--- config.mk ---
export PLATFORM = sky130hd
export DESIGN_NAME = cse_decoder
export DESIGN_NICKNAME = d
export VERILOG_FILES = /design/src/core/cse_pkg.sv /design/src/core/cse_decoder.sv
export SDC_FILE = /design/constraint.sdc
export NUM_CORES = 1
export LEC_CHECK = 0
export BUFFER_PORTS_ARGS = -buffer_cell sky130_fd_sc_hd__buf_2
export CORE_MARGIN = 1.5
export CORE_UTILIZATION = 52
export DETAILED_ROUTE_END_ITERATION = 16
export GPL_TIMING_DRIVEN = 0
export PLACE_DENSITY = 0.81
export SYNTH_ARGS = -nofsm -noshare
export SYNTH_HDL_FRONTEND = slang
export SYNTH_SLANG_ARGS = --single-unit
--- constraint.sdc ---
create_clock -name i_clock -period 6 [get_ports i_clock]
set_clock_uncertainty 0.2 [all_clocks]
set_input_delay 1.2 -clock i_clock [delete_from_list [all_inputs] [get_ports i_clock]]
set_output_delay 1.2 -clock i_clock [all_outputs]
set_load 0.05 [all_outputs]
--- src/core/cse_pkg.sv ---
package cse_pkg;
  localparam int OPC_W = 16;
  localparam int PTR_W = 12;
  localparam int LIT6_W = 6;
  localparam int LIT8_W = 8;
  localparam int WDT_W = 8;
  localparam int PST_W = 7;
  localparam int BASE_SET_COUNT = 75;
  localparam int EXT_SET_COUNT = 8;
  localparam logic [15:0] OPC_SLEEP = 16'h0003;
  localparam logic [15:0] OPC_CALL_WREG = 16'h0014;
  localparam logic [7:0] HI_ADD_PTR = 8'he8;
  localparam logic [7:0] HI_SUB_PTR = 8'he9;
  localparam logic [7:0] HI_PUSH_LIT = 8'hea;
  localparam logic [7:0] HI_MOVE_SRC = 8'heb;
  localparam logic [3:0] NIB_SECOND = 4'hf;
  localparam logic [1:0] SEL_FRAME_TWO = 2'h3;
  localparam logic [7:0] INDEX_LIMIT = 8'h5f;
  localparam logic [1:0] RETURN_CYCLES = 2'h2;
  typedef enum logic [3:0] {
    CSE_OP_NONE, CSE_OP_BASE, CSE_OP_SLEEP, CSE_OP_ADD_PTR, CSE_OP_SUB_PTR,
    CSE_OP_ADD_RET, CSE_OP_SUB_RET, CSE_OP_CALL_WREG, CSE_OP_MOVE_TO_FILE,
    CSE_OP_MOVE_TO_SRC, CSE_OP_PUSH_LIT, CSE_OP_UNIMPL
  } cse_op_type;
endpackage

--- src/core/cse_decoder.sv ---
`timescale 1ns/1ps
// Functional notes
// RULE_01: Sleep clears the power-down flag.
// RULE_02: Sleep sets the expiry flag.
// RULE_03: Sleep clears watchdog count and postscaler.
// RULE_04: After sleep, halt until a wake event.
// RULE_05: Base set of 75 always decodes.
// RULE_06: Extension adds eight indexed/indirect instructions.
// RULE_07: Extension inactive by default.
// RULE_08: Extension active only when config bit set.
// RULE_09: Most extended ops are pointer literal ops.
// RULE_10: Pointer add/sub have return variants for frame two.
// RULE_11: Add-and-return: six-bit literal, two cycles.
// RULE_12: Disabled extension opcodes act as unimplemented.
module cse_decoder
  import cse_pkg::*;
(
  input  wire logic               i_clock,
  input  wire logic               i_sys_rst,
  input  wire logic               i_extended_set_config_bit,
  input  wire logic               i_instr_valid,
  input  wire logic [OPC_W-1:0]   i_opcode,
  input  wire logic               i_wdt_tick,
  input  wire logic               i_wake_event,
  output logic                    o_power_down_flag,
  output logic                    o_expiry_flag,
  output logic [WDT_W-1:0]        o_watchdog_count,
  output logic [PST_W-1:0]        o_postscaler,
  output logic                    o_sleeping,
  output logic                    o_busy,
  output cse_op_type              o_op,
  output logic [1:0]              o_ptr_sel,
  output logic [LIT8_W-1:0]       o_literal,
  output logic                    o_do_return,
  output logic                    o_indexed_mode,
  output logic                    o_unimplemented,
  output logic                    o_ext_enabled
);
  // Opcode field positions. The pointer instructions share one layout: an
  // opcode byte on top, a two-bit pointer select, then a six-bit literal.
  localparam int HI_MSB       = 15;
  localparam int HI_LSB       = 8;
  localparam int SEL_MSB      = 7;
  localparam int SEL_LSB      = 6;
  localparam int LIT6_MSB     = LIT6_W - 1;
  localparam int LIT8_MSB     = LIT8_W - 1;
  localparam int NIB_MSB      = 15;
  localparam int NIB_LSB      = 12;
  localparam int ACCESS_BIT   = 8;
  localparam int DEST_SRC_BIT = 7;
  localparam logic [1:0]               BUSY_IDLE = 2'h0;
  localparam logic [1:0]               SEL_NONE  = 2'h0;
  localparam logic [LIT8_W-LIT6_W-1:0] LIT_PAD   = '0;

  logic       ext_on;
  logic       second_word;
  logic [1:0] busy_cnt;
  // The configuration bit is caught once after reset, as a fuse would be, so a
  // change on the pin in mid-run cannot switch decoding halfway through code.
  logic       cfg_loaded;
  cse_op_type next_op;

  wire [7:0] hi         = i_opcode[HI_MSB:HI_LSB];
  wire [1:0] sel        = i_opcode[SEL_MSB:SEL_LSB];
  wire [3:0] nib        = i_opcode[NIB_MSB:NIB_LSB];
  wire       accept     = i_instr_valid && !o_sleeping && busy_cnt == BUSY_IDLE;
  wire       is_sleep   = i_opcode == OPC_SLEEP;
  wire       is_add     = hi == HI_ADD_PTR;
  wire       is_sub     = hi == HI_SUB_PTR;
  wire       is_push    = hi == HI_PUSH_LIT;
  wire       is_move    = hi == HI_MOVE_SRC;
  wire       is_call_via_wreg   = i_opcode == OPC_CALL_WREG;
  wire       is_ext     = is_add || is_sub || is_push || is_move || is_call_via_wreg; // RULE_06
  wire       is_ret     = (is_add || is_sub) && sel == SEL_FRAME_TWO; // RULE_10
  wire       is_second  = second_word && nib == NIB_SECOND;
  wire       take_sleep = accept && is_sleep && !is_second;
  wire       pst_wrap   = i_wdt_tick && (&o_postscaler);

  // The second word of a move is matched first: its top nibble would otherwise
  // be read as an unrelated base opcode.
  always_comb begin
    if (is_second)
      next_op = CSE_OP_BASE;
    else if (is_sleep)
      next_op = CSE_OP_SLEEP;
    else if (is_ext && !ext_on)
      next_op = CSE_OP_UNIMPL; // RULE_12
    else if (is_ret)
      next_op = is_add ? CSE_OP_ADD_RET : CSE_OP_SUB_RET; // RULE_11
    else if (is_add)
      next_op = CSE_OP_ADD_PTR; // RULE_09
    else if (is_sub)
      next_op = CSE_OP_SUB_PTR; // RULE_09
    else if (is_push)
      next_op = CSE_OP_PUSH_LIT; // RULE_09
    else if (is_move)
      next_op = i_opcode[DEST_SRC_BIT] ? CSE_OP_MOVE_TO_SRC : CSE_OP_MOVE_TO_FILE;
    else if (is_call_via_wreg)
      next_op = CSE_OP_CALL_WREG;
    else
      next_op = CSE_OP_BASE; // RULE_05
  end

  // The push literal uses the whole low byte; the pointer literals are six bits
  // and are zero-extended so the consumer never sees select bits as data.
  wire [LIT8_W-1:0] next_lit = is_push ? i_opcode[LIT8_MSB:0]
                               : {LIT_PAD, i_opcode[LIT6_MSB:0]};
  wire two_word = ext_on && is_move && !is_second;
  // Returns, calls and moves take a second cycle; the next word is refused
  // then rather than queued, since there is no buffer in front of decode.
  wire two_cyc  = ext_on && !is_second && (is_ret || is_move || is_call_via_wreg);
  // With the extension on, indexed access applies to any non-extension opcode with the access bit clear and a low byte up to INDEX_LIMIT, sleep included.
  wire idx = ext_on && !is_ext && !i_opcode[ACCESS_BIT]
             && i_opcode[LIT8_MSB:0] <= INDEX_LIMIT;

  always_ff @(posedge i_clock) begin
    if (i_sys_rst) begin
      ext_on <= 1'b0; // RULE_07
      cfg_loaded <= 1'b0;
    end else if (!cfg_loaded) begin
      ext_on <= i_extended_set_config_bit; // RULE_08
      cfg_loaded <= 1'b1;
    end
  end

  // Wake leaves both flags alone; whoever handles a watchdog wake updates them.
  always_ff @(posedge i_clock) begin
    if (i_sys_rst) begin
      o_power_down_flag <= 1'b1;
      o_expiry_flag <= 1'b1;
    end else if (take_sleep) begin
      o_power_down_flag <= 1'b0; // RULE_01
      o_expiry_flag <= 1'b1; // RULE_02
    end
  end

  // Sleep is only accepted while awake, so a set and a clear never meet.
  always_ff @(posedge i_clock) begin
    if (i_sys_rst)
      o_sleeping <= 1'b0;
    else if (take_sleep)
      o_sleeping <= 1'b1; // RULE_04
    else if (o_sleeping && i_wake_event)
      o_sleeping <= 1'b0; // RULE_04
  end

  // Sleep takes priority over a tick in the same cycle, so the count restarts
  // from zero rather than from one.
  always_ff @(posedge i_clock) begin
    if (i_sys_rst) begin
      o_watchdog_count <= '0;
      o_postscaler <= '0;
    end else if (take_sleep) begin
      o_watchdog_count <= '0; // RULE_03
      o_postscaler <= '0; // RULE_03
    end else begin
      if (i_wdt_tick)
        o_postscaler <= o_postscaler + 1'b1;
      if (pst_wrap)
        o_watchdog_count <= o_watchdog_count + 1'b1;
    end
  end

  always_ff @(posedge i_clock) begin
    if (i_sys_rst) begin
      o_op <= CSE_OP_NONE;
      o_ptr_sel <= SEL_NONE;
      o_literal <= '0;
      o_do_return <= 1'b0;
      o_indexed_mode <= 1'b0;
      o_unimplemented <= 1'b0;
    end else begin
      o_op <= accept ? next_op : CSE_OP_NONE;
      o_ptr_sel <= accept ? sel : SEL_NONE;
      o_literal <= accept ? next_lit : '0;
      o_do_return <= accept && is_ret && ext_on; // RULE_10
      o_indexed_mode <= accept && idx; // RULE_06
      o_unimplemented <= accept && next_op == CSE_OP_UNIMPL;
    end
  end

  always_ff @(posedge i_clock) begin
    if (i_sys_rst) begin
      o_busy <= 1'b0;
      busy_cnt <= BUSY_IDLE;
      second_word <= 1'b0;
    end else begin
      if (accept)
        second_word <= two_word;
      if (accept && two_cyc)
        busy_cnt <= RETURN_CYCLES - 2'h1; // RULE_11
      else if (busy_cnt != BUSY_IDLE)
        busy_cnt <= busy_cnt - 2'h1;
      o_busy <= accept && two_cyc;
    end
  end

  always_ff @(posedge i_clock) begin
    if (i_sys_rst)
      o_ext_enabled <= 1'b0;
    else
      o_ext_enabled <= ext_on;
  end
endmodule

### Word-level counts from Yosys, hierarchy flattened

Cells that the tools add are included.

* register bits after elaboration: 41
* bits of input ports: 22
* logic and storage cells: 90

* add/subtract/negate cells: 3
* $lt $le $gt $ge: 1
* equal/unequal tests: 9
* mux-type cells: 16
* bitwise operators: 2
* reduce and logical (&&, ||, !) cells: 41

Operators by type and width (count)
* 8-bit == test (second input constant): 4
* 4-bit 2-to-1 mux: 8
* 1-bit logical AND: 21
* 16-bit by 2-bit == test with 1-bit output (second input constant): 1
* 16-bit by 5-bit == test with 1-bit output (second input constant): 1
* 8-bit by 1-bit adder with 8-bit output (second input constant): 1
* 4-bit == test (second input constant): 2
* 8-bit by 7-bit less-or-equal comparator with 1-bit output (second input constant): 1
* 7-bit by 1-bit adder with 7-bit output (second input constant): 1
* 7-bit AND reduction: 1
* 1-bit logical OR: 6
* 1-bit 2-to-1 mux: 6
* 2-bit nonzero test: 3
* 2-bit OR reduction: 3
* 1-bit zero test: 5
* 3-bit 2-to-1 mux: 1
* 3-bit OR reduction: 1
* 2-bit == test (second input constant): 1
* 2-bit zero test: 1
* 2-bit 2-to-1 mux: 1
* 1-bit NOT: 2
* 2-bit by 1-bit subtractor with 2-bit output (second input constant): 1

### Longest topological paths before layout

Gate-level depths: netlist of the first run.

* depth in word-level cells: 12
* depth in mapped cells: 6
* depth with buffers taken out: 6

### Least setup slack after synthesis of the first run

Ideal clock, no wire load.

* path type: input port to flip-flop
* start point: input i_opcode[8]
* end point: register o_postscaler[0]
* setup time: 116 ps
* data arrival time: 2470 ps
* data required time: 5684 ps
* setup slack: 3214 ps
* stages: 6
* path buffers: 2
* path through: buf_2 > nor4_1 > nand4_1 > o31ai_4 > buf_4 > nor2_1

* cells in the longest elaborated chain, start to end: 4

RTL lines
* from (decl): line cse_decoder.sv:22 `input wire logic [OPC_W-1:0] i_opcode,`
* 16-bit by 2-bit == test with 1-bit output: line cse_decoder.sv:67 `wire is_sleep = i_opcode == OPC_SLEEP;`
* 1-bit logical AND (2 in series): line cse_decoder.sv:76 `wire take_sleep = accept && is_sleep && !is_second;`
* 2-bit OR reduction (no line)
* to (signal assigned): line cse_decoder.sv:158 `o_postscaler <= o_postscaler + 1'b1;`
* to (decl): line cse_decoder.sv:28 `output logic [PST_W-1:0] o_postscaler,`

Every way passes these cells.
A chain may end at the register's enable or synchronous reset.

### Worst setup path in the final report of the first run

* start point: input i_opcode[7]
* end point: register o_postscaler[3]

Same word-level chain as after synthesis.

==> results.sh, run 1 <==
export IMPL_cts_root_buffer="clkbuf_4"
export IMPL_postSynthCellCount=182
export IMPL_finalHoldViolCount=0
export IMPL_total_power_uw=583
export IMPL_p_leak_nw=0.920
export IMPL_fmax_mhz=366
export IMPL_cts_hold_buf=0
export IMPL_p_int_uw=421
export IMPL_antenna_found_initial=0
export IMPL_worst_ir_drop_vdd_v=0.000147
export IMPL_grt_usage_pct=20.6
export IMPL_max_cap_violations=0
export IMPL_clk_pin_slew_worst_paths_ps=110
export IMPL_synth_edff_count=0
export IMPL_cts_sinks=41
export IMPL_port_buffers=55
export IMPL_ant_nets=0
export IMPL_die_area_um2=3620
export IMPL_cts_htree_levels=2
export IMPL_hold_class="reg2reg"
export IMPL_cp_start_kind="primary input"
export IMPL_seq_area_frac_synth_pct=48.3
export IMPL_startpoint="i_opcode[7]"
export IMPL_cts_buffers=5
export IMPL_via_per_inst=5.23
export IMPL_syn_mean_instance_area_um2=9.34
export IMPL_place_congestion=0.866
export IMPL_top_usage_layer="met2"
export IMPL_fillers=274
export IMPL_dpl_hpwl_um=2570
export IMPL_area_growth_syn_to_layout_pct=24.4
export IMPL_synth_flop_cell="dfxtp_1"
export IMPL_finalSetupViolCount=0
export IMPL_insertion_delay_ps=350
export IMPL_p_comb_share_pct=18.0
export IMPL_final_common_cell="buf_2"
export IMPL_r2r_cells=6
export IMPL_whs_ps=269
export IMPL_num_rows=20
export IMPL_worst_r2r_endpoint="o_unimplemented"
export IMPL_cts_tree="yes"
export IMPL_critical_path_top_delay_family="simple AND/OR/NAND/NOR gates"
export IMPL_grt_pass1_vias=1279
export IMPL_cts_buffer_depth=2
export IMPL_drtPass1Iterations=4
export IMPL_cts_repair_resize_count=0
export IMPL_cts_setup_buffers=0
export IMPL_start_util_pct=55.2
export IMPL_yosys_cell_types_count=44
export IMPL_rsz0062_at_grt="no"
export IMPL_grt_max_degree=13
export IMPL_drive_gt1_share_pct=29.8
export IMPL_wirelength_um=3410
export IMPL_p_seq_share_pct=50.2
export IMPL_critPathArrivalTime_ps=2780
export IMPL_route_detailed_drc=0
export IMPL_period_minus_slack_ps=2730
export IMPL_criticalPathCategory="in2reg"
export IMPL_crit_end="o_postscaler[3]"
export IMPL_syn_area_um2=1700
export IMPL_critPathSlowestCell="o31ai_4"
export IMPL_switching_power_uw=163
export IMPL_p_clk_share_pct=31.8
export IMPL_antenna_cells=0
export IMPL_io_pins=59
export IMPL_wl_per_cell_um=11.8
export IMPL_powerDensity_nw_per_um2=276
export IMPL_layout_common_cells="buf_2 (56), dfxtp_1 (41), nor2_1 (23), nand2_1 (10), and2_1 (10)"
export IMPL_die_h_um=60.2
export IMPL_syn_num_nets=207
export IMPL_yosys_warnings=0
export IMPL_cp_depth=6
export IMPL_critPathRequiredTime_ps=6050
export IMPL_fp_coreArea_um2=3080
export IMPL_ys_seq_elements=41
export IMPL_crit_fanout=10
export IMPL_cp_slowest_stage_delay_ps=430
export IMPL_tightest_slew_ps=560
export IMPL_use_met1_pct=26.0
export IMPL_r2r_setup_slack_ps=3760
export IMPL_die_width_um=60.2
export IMPL_swShare_pct=27.9
export IMPL_async_reset_ff_share_pct=0
export IMPL_outcome="completed"
export IMPL_slew_headroom_pct=62.5
export IMPL_nets=269
export IMPL_vias=1511
export IMPL_use_met3_pct=6.71
export IMPL_fin_setup_tns_ps=0
export IMPL_grt_overflow=0
export IMPL_drt_iter0_markers=92
export IMPL_crit_buf_inv=2
export IMPL_timing_final_crit_share_pct=45.6
export IMPL_grtUsageMet2_pct=33.1
export IMPL_path_cells="buf_2, nor4_1, nand4_1, o31ai_4, buf_4, nor2_1"
export IMPL_r2r_start="busy_cnt[0]"
export IMPL_worst_setup_path_end_kind="flip-flop"
export IMPL_grt_pass1_wl_um=5540
export IMPL_final_max_slew_viol_count=0
worst min-delay path by stage:
stage | start | slack [ps] | end | cells past startpoint
global placement | o_power_down_flag | 230 | o_power_down_flag | 1
detailed placement | o_power_down_flag | 230 | o_power_down_flag | 1
floorplan | second_word | 240 | second_word | 2
global route | o_power_down_flag | 310 | o_power_down_flag | 1
finish | o_power_down_flag | 270 | o_power_down_flag | 1
CTS | o_power_down_flag | 270 | o_power_down_flag | 1
metrics by stage:
step / setup slack [ps] / util (%) / cell area, µm² / std cells
6_report: 3270 / 68.7 / 2110 / 289
3_5_place_dp: 2930 / 65.9 / 2030 / 281
4_1_cts: 3310 / 68.7 / 2110 / 289
2_1_floorplan: 3210 / - / 1700 / 182
5_1_grt: 3170 / 68.7 / 2110 / 289
3_3_place_gp: 2930 / 65.9 / 2030 / 281
power groups by stage:
stage | logic (mW) | registers [mW] | clock network, mW
floorplan | 0.0506 | 0.326 | 0
global placement | 0.103 | 0.299 | 0
detailed placement | 0.105 | 0.299 | 0
CTS | 0.105 | 0.293 | 0.192
global route | 0.116 | 0.295 | 0.204
finish | 0.105 | 0.293 | 0.185
layer usage:
layer	part of all wire, %	wire length (µm)
met5	0	0
met4	1.0	34
met3	5.3	182
met2	48	1640
met1	46	1560
worst reg2reg max path: cells and delay by family (launching register included):
kind / cells / cell delay [ps]
compound gates: 1 / 360
fa+ha+maj: 1 / 220
buf+inv: 1 / 60
flops: 1 / 340
simple gates: 3 / 970
synth_stat cells (4+ instances only):
cell type / number / area share [%]
a21oi_1: 9 / 2.7
and2_1: 10 / 3.7
and3_1: 4 / 1.5
dfxtp_1: 41 / 48
inv_1: 8 / 1.8
nand2_1: 10 / 2.2
nand3_1: 9 / 2.7
nand4_1: 4 / 1.5
nor2_1: 23 / 5.1
nor3_1: 4 / 1.2
nor4_1: 6 / 2.2
xnor2_1: 6 / 3.1
xor2_1: 5 / 2.6
state kept, by name, summed over array words and instances, names as in the netlist, 2 cells and up:
| name | cells |
|---|---|
| busy_cnt | 2 |
| o_literal | 8 |
| o_ptr_sel | 2 |
| o_op | 4 |
| o_watchdog_count | 8 |
| o_postscaler | 7 |
cells by family (layout without fill, tap and decap cells):
logic type	Yosys count	count (layout)	share of synthesized area, %
DFF	41	41	48.3
muxes	2	2	1.18
AOI/OAI and AO/OA	25	25	10.5
adders and majority gates	3	3	2.21
and+or+nand+nor	87	87	28.8
other	1	1	0.221
buffers and inverters	12	75	3.17
xor gates and xnor gates	11	11	5.67
layout make-up:
cell class              count  area [µm²]  share of cell area [%]
plain buffers               4        23.8                    1.12
flip-flops and latches     41         821                    38.8
well taps                  44        55.1                    2.60
inverters                   8        30.0                    1.42
clock inverters             1        30.0                    1.42
clock buffers               7        55.1                    2.60
repair buffers             55         275                    13.0
multi-input cells         129         825                    39.0
No activity file was read; power rests on OpenSTA's default activity.
==> run 2, diff against run 1 <==
CORE_UTILIZATION = 44   (was 52)
PLACE_DENSITY = 0.72   (was 0.81)
clock period = 2.5 ns   (was 6 ns; I/O delays follow)
==> run 2 against run 1 <==
Against the previous run: routed wire length about the same; hold slack worse by 46 ps; die area up 17%; register-to-register slack worse by 3400 ps; power up 140%; combinational power up 140%; largest cell class unchanged; largest power group unchanged.
==> results.sh, run 2 (synthesis results as in run 1) <==
export IMPL_outcome="completed"
export IMPL_hold_class="in2reg"
export IMPL_crit_fanout=10
export IMPL_die_area_um2=4240
export IMPL_cts_buffer_depth=2
export IMPL_cts_tree="yes"
export IMPL_p_leak_nw=0.918
export IMPL_ant_nets=0
export IMPL_rsz0062_at_grt="no"
export IMPL_stdcell_count=292
export IMPL_wirelength_um=3410
export IMPL_insertion_delay_ps=290
export IMPL_drt_iter0_markers=71
export IMPL_use_met1_pct=21.5
export IMPL_max_cap_violations=0
export IMPL_die_h_um=65.1
export IMPL_final_common_cell="buf_2"
export IMPL_critPathRequiredTime_ps=2460
export IMPL_dpl_hpwl_um=2510
export IMPL_fp_coreArea_um2=3690
export IMPL_drive_gt1_share_pct=29.9
export IMPL_cts_hold_buf=0
export IMPL_cts_htree_levels=2
export IMPL_criticalPathCategory="reg2reg"
export IMPL_nets=269
export IMPL_critPathArrivalTime_ps=2080
export IMPL_total_power_mw=1.39
export IMPL_io_pins=59
export IMPL_start_util_pct=46.1
export IMPL_grt_usage_pct=16.9
export IMPL_powerDensity_nw_per_um2=656
export IMPL_cts_sinks=41
export IMPL_cts_repair_resize_count=0
export IMPL_cts_root_buffer="clkbuf_8"
export IMPL_use_met3_pct=4.11
export IMPL_place_ws_ps=76.9
export IMPL_die_width_um=65.1
export IMPL_r2r_start="busy_cnt[0]"
export IMPL_whs_ps=223
export IMPL_cts_buffers=5
export IMPL_vias=1476
export IMPL_place_congestion=0.811
export IMPL_timing_final_crit_share_pct=84.9
export IMPL_layout_common_cells="buf_2 (56), dfxtp_1 (41), nor2_1 (22), nand2_1 (10), and2_1 (10)"
export IMPL_num_rows=22
export IMPL_startpoint="busy_cnt[0]"
export IMPL_area_growth_syn_to_layout_pct=25.0
export IMPL_finalHoldViolCount=0
export IMPL_wl_per_cell_um=11.7
export IMPL_placedCellCount=285
export IMPL_r2r_setup_slack_ps=380
export IMPL_grt_overflow=0
export IMPL_final_max_slew_viol_count=0
export IMPL_worst_setup_path_end_kind="flip-flop"
export IMPL_grt_max_degree=12
export IMPL_top_usage_layer="met2"
export IMPL_drtPass1Iterations=4
export IMPL_grt_pass1_wl_um=5500
export IMPL_largestRegisters="o_literal (8), o_watchdog_count (8), o_postscaler (7)"
export IMPL_port_buffers=55
export IMPL_grt_pass1_vias=1253
export IMPL_worst_ir_drop_vdd_v=0.000383
export IMPL_route_detailed_drc=0
export IMPL_period_minus_slack_ps=2120
export IMPL_grtUsageMet2_pct=26.4
export IMPL_finalSetupViolCount=0
export IMPL_hp_start="i_opcode[3]"
export IMPL_setup_slack_ps=379
export IMPL_antenna_cells=0
export IMPL_via_per_inst=5.05
export IMPL_fmax_mhz=471
export IMPL_cp_start_kind="flip-flop"
export IMPL_antenna_found_initial=0
export IMPL_cts_setup_buffers=0
export IMPL_fin_setup_tns_ps=0
export IMPL_clk_pin_slew_worst_paths_ps=70
-- run 2: path summary, 6_finish.rpt --
check / depth (start not counted) / endpoint
min: 2 / o_literal[3]
max reg2reg: 6 / o_unimplemented
max: 6 / o_unimplemented
min reg2reg: 1 / o_power_down_flag
-- run 2: cell type report --
type	instances	area (µm²)
repair buffers	55	275
inverters	8	30.0
fillers	358	1570
clock buffers	7	86.3
plain buffers	4	23.8
flip-flops and latches	41	821
multi-input cells	129	827
well taps	48	60.1
-- run 2: critical path: stages (launching register included) --
cell and delay, ps:
dfxtp_1 320, inv_1 60, ha_1 210, nand3b_1 270, nor2_2 370, nand3_1 170, a2111oi_0 390
-- run 2: power breakdown --
| group | leakage [nW] | switching, mW | internal [mW] |
|---|---|---|---|
| Sequential | 0.333 | 0.0151 | 0.687 |
| Clock | 0.0443 | 0.215 | 0.219 |
| Combinational | 0.541 | 0.173 | 0.0841 |
| Total | 0.918 | 0.403 | 0.990 |
-- run 2: metal layers --
metal	vias up	part of all wire (%)
met2	45	44
met4	0	2.3
met1	663	47
met5	-	0
li1	761	-
met3	7	5.8
-- run 2: metrics by stage --
step	utilization, %	cell area [µm²]
6_report	57.6	2120
5_1_grt	57.6	2120
4_1_cts	57.5	2120
3_5_place_dp	55.2	2030
3_3_place_gp	55.2	2030
2_1_floorplan	-	1700
==> run 3, diff against run 2 <==
clock period = 1.7 ns   (was 2.5 ns; I/O delays follow)
==> run 3 against run 2 <==
Against the previous run: count of clock-buffer cells in the layout shrank 1; the run now ends with negative setup slack left; via count up 7.0%; first-iteration DRC count up 9.9%; sequential power is 48% higher; final area up 20%; power grew 66%; sequential share of layout area is 5.3 points lower; non-clock buffer count is 18 higher; critical path depth is 1 lower; combinational power is 110% higher; fmax increased by 15%; critical path type unchanged; register-to-register slack got worse by 520 ps.
==> results.sh, run 3 (synthesis results as in run 1) <==
export IMPL_outcome="finished with violations"
export IMPL_violations="negative setup slack"
export IMPL_p_clk_share_pct=32.4
export IMPL_drt_iter0_markers=78
export IMPL_grt_max_degree=13
export IMPL_use_met1_pct=24.4
export IMPL_grt_overflow=0
export IMPL_grt_pass1_vias=1439
export IMPL_cts_htree_levels=2
export IMPL_crit_fanout=3
export IMPL_worst_setup_path_end_kind="flip-flop"
export IMPL_nets=287
export IMPL_final_max_slew_viol_count=0
export IMPL_drive_gt1_share_pct=51.0
export IMPL_p_comb_share_pct=22.8
export IMPL_finalInstanceArea_um2=2540
export IMPL_die_area_um2=4240
export IMPL_antenna_found_initial=0
export IMPL_timing_final_crit_share_pct=108
export IMPL_layout_common_cells="buf_2 (55), dfxtp_1 (29), nor2_1 (15), buf_4 (15)"
export IMPL_r2r_start="o_postscaler[0]"
export IMPL_vias=1580
export IMPL_powerDensity_nw_per_um2=911
export IMPL_startpoint="o_postscaler[0]"
export IMPL_fmax_mhz=543
export IMPL_cts_tree="yes"
export IMPL_wl_per_cell_um=13.3
export IMPL_die_h_um=65.1
export IMPL_grt_usage_pct=19.8
export IMPL_route_detailed_drc=0
export IMPL_cts_root_buffer="clkbuf_8"
export IMPL_critPathArrivalTime_ps=1870
export IMPL_port_buffers=55
export IMPL_insertion_delay_ps=290
export IMPL_grt_pass1_wl_um=6450
export IMPL_finish_utilization_pct=68.8
export IMPL_max_cap_violations=0
export IMPL_worst_ir_drop_vdd_v=0.000558
export IMPL_dpl_hpwl_um=2660
export IMPL_finalHoldViolCount=0
export IMPL_swShare_pct=27.9
export IMPL_start_util_pct=46.1
export IMPL_area_growth_syn_to_layout_pct=49.4
export IMPL_num_rows=22
export IMPL_finalSetupViolCount=9
export IMPL_rsz0062_at_grt="yes"
export IMPL_p_seq_share_pct=44.8
export IMPL_cts_buffer_depth=2
export IMPL_antenna_cells=0
export IMPL_clk_pin_slew_worst_paths_ps=80
export IMPL_top_usage_layer="met2"
export IMPL_switching_power_uw=646
export IMPL_fp_coreArea_um2=3690
export IMPL_cp_start_kind="flip-flop"
export IMPL_period_minus_slack_ps=1840
export IMPL_p_leak_nw=1.06
export IMPL_drtPass1Iterations=4
export IMPL_largestRegisters="o_literal (8), o_watchdog_count (8), o_postscaler (7)"
export IMPL_use_met3_pct=5.99
export IMPL_via_per_inst=5.08
export IMPL_p_int_mw=1.67
export IMPL_cts_sinks=41
export IMPL_critPathRequiredTime_ps=1730
export IMPL_wirelength_um=4140
export IMPL_final_common_cell="buf_2"
export IMPL_placed_cell_area_um2=2090
export IMPL_grtUsageMet2_pct=32.3
export IMPL_criticalPathCategory="reg2reg"
export IMPL_setup_slack_ps=-142
export IMPL_hold_class="in2reg"
export IMPL_place_congestion=0.852
export IMPL_hp_start="i_opcode[1]"
export IMPL_fillers=300
export IMPL_cts_buffers=5
export IMPL_cts_hold_buf=0
export IMPL_io_pins=59
export IMPL_die_width_um=65.1
export IMPL_ant_nets=0
-- run 3: what timing repair did --
action	4_1_cts	5_1_grt
hold endpoints to repair	0	0
buffers inserted	14	3
pin swaps	10	13
gates resized for setup	10	38
gates cloned	0	1
setup endpoints to repair	32	22
-- run 3: power by group through the flow --
stage / registers [mW] / logic [mW] / clock network, mW
finish: 1.04 / 0.527 / 0.749
global route: 1.04 / 0.572 / 0.820
CTS: 1.04 / 0.469 / 0.776
detailed placement: 1.06 / 0.379 / 0
global placement: 1.05 / 0.375 / 0
floorplan: 1.15 / 0.184 / 0
-- run 3: through the flow --
| stage | worst slack, ps | setup TNS [ps] | cells | hold slack (ps) | power [mW] |
|---|---|---|---|---|---|
| 2_1_floorplan | -316 | -2450 | 182 | 241 | 1.33 |
| 3_3_place_gp | -587 | -9460 | 285 | 235 | 1.43 |
| 3_5_place_dp | -561 | -10700 | 285 | 255 | 1.43 |
| 4_1_cts | -145 | -449 | 307 | 65.7 | 2.28 |
| 5_1_grt | -193 | -1610 | 311 | 71.1 | 2.43 |
| 6_report | -142 | -499 | 311 | 75.6 | 2.31 |
-- run 3: area by class of cell --
class                      instances  area [µm²]  share of cell area [%]
multi-input combinational        129        1030                    40.7
clock buffer                       6        72.6                    2.86
timing repair buffer              73         425                    16.8
tap                               48        60.1                    2.37
sequential                        41         846                    33.3
buffer                             4        37.5                    1.48
inverter                           8        30.0                    1.18
clock inverter                     2        33.8                    1.33
-- run 3: path summary, 6_finish.rpt --
path,end,slack [ps],depth (start not counted)
hold reg to reg,o_power_down_flag,270,1
setup / recovery,o_watchdog_count[5],-140,5
setup reg to reg,o_watchdog_count[5],-140,5
hold / removal,o_literal[1],80,2
-- run 3: per-layer routing --
layer / part of all wire (%) / vias up
met5: 0 / -
met4: 1.7 / 0
met3: 5.0 / 8
met2: 49 / 48
met1: 45 / 720
li1: - / 804
-- run 3: worst max-delay path, cell delays in order, from the launching register on --
cell	delay, ps
dfxtp_4	370
ha_4	130
nand4_4	90
or3_4	390
or4_4	490
a21oi_2	120
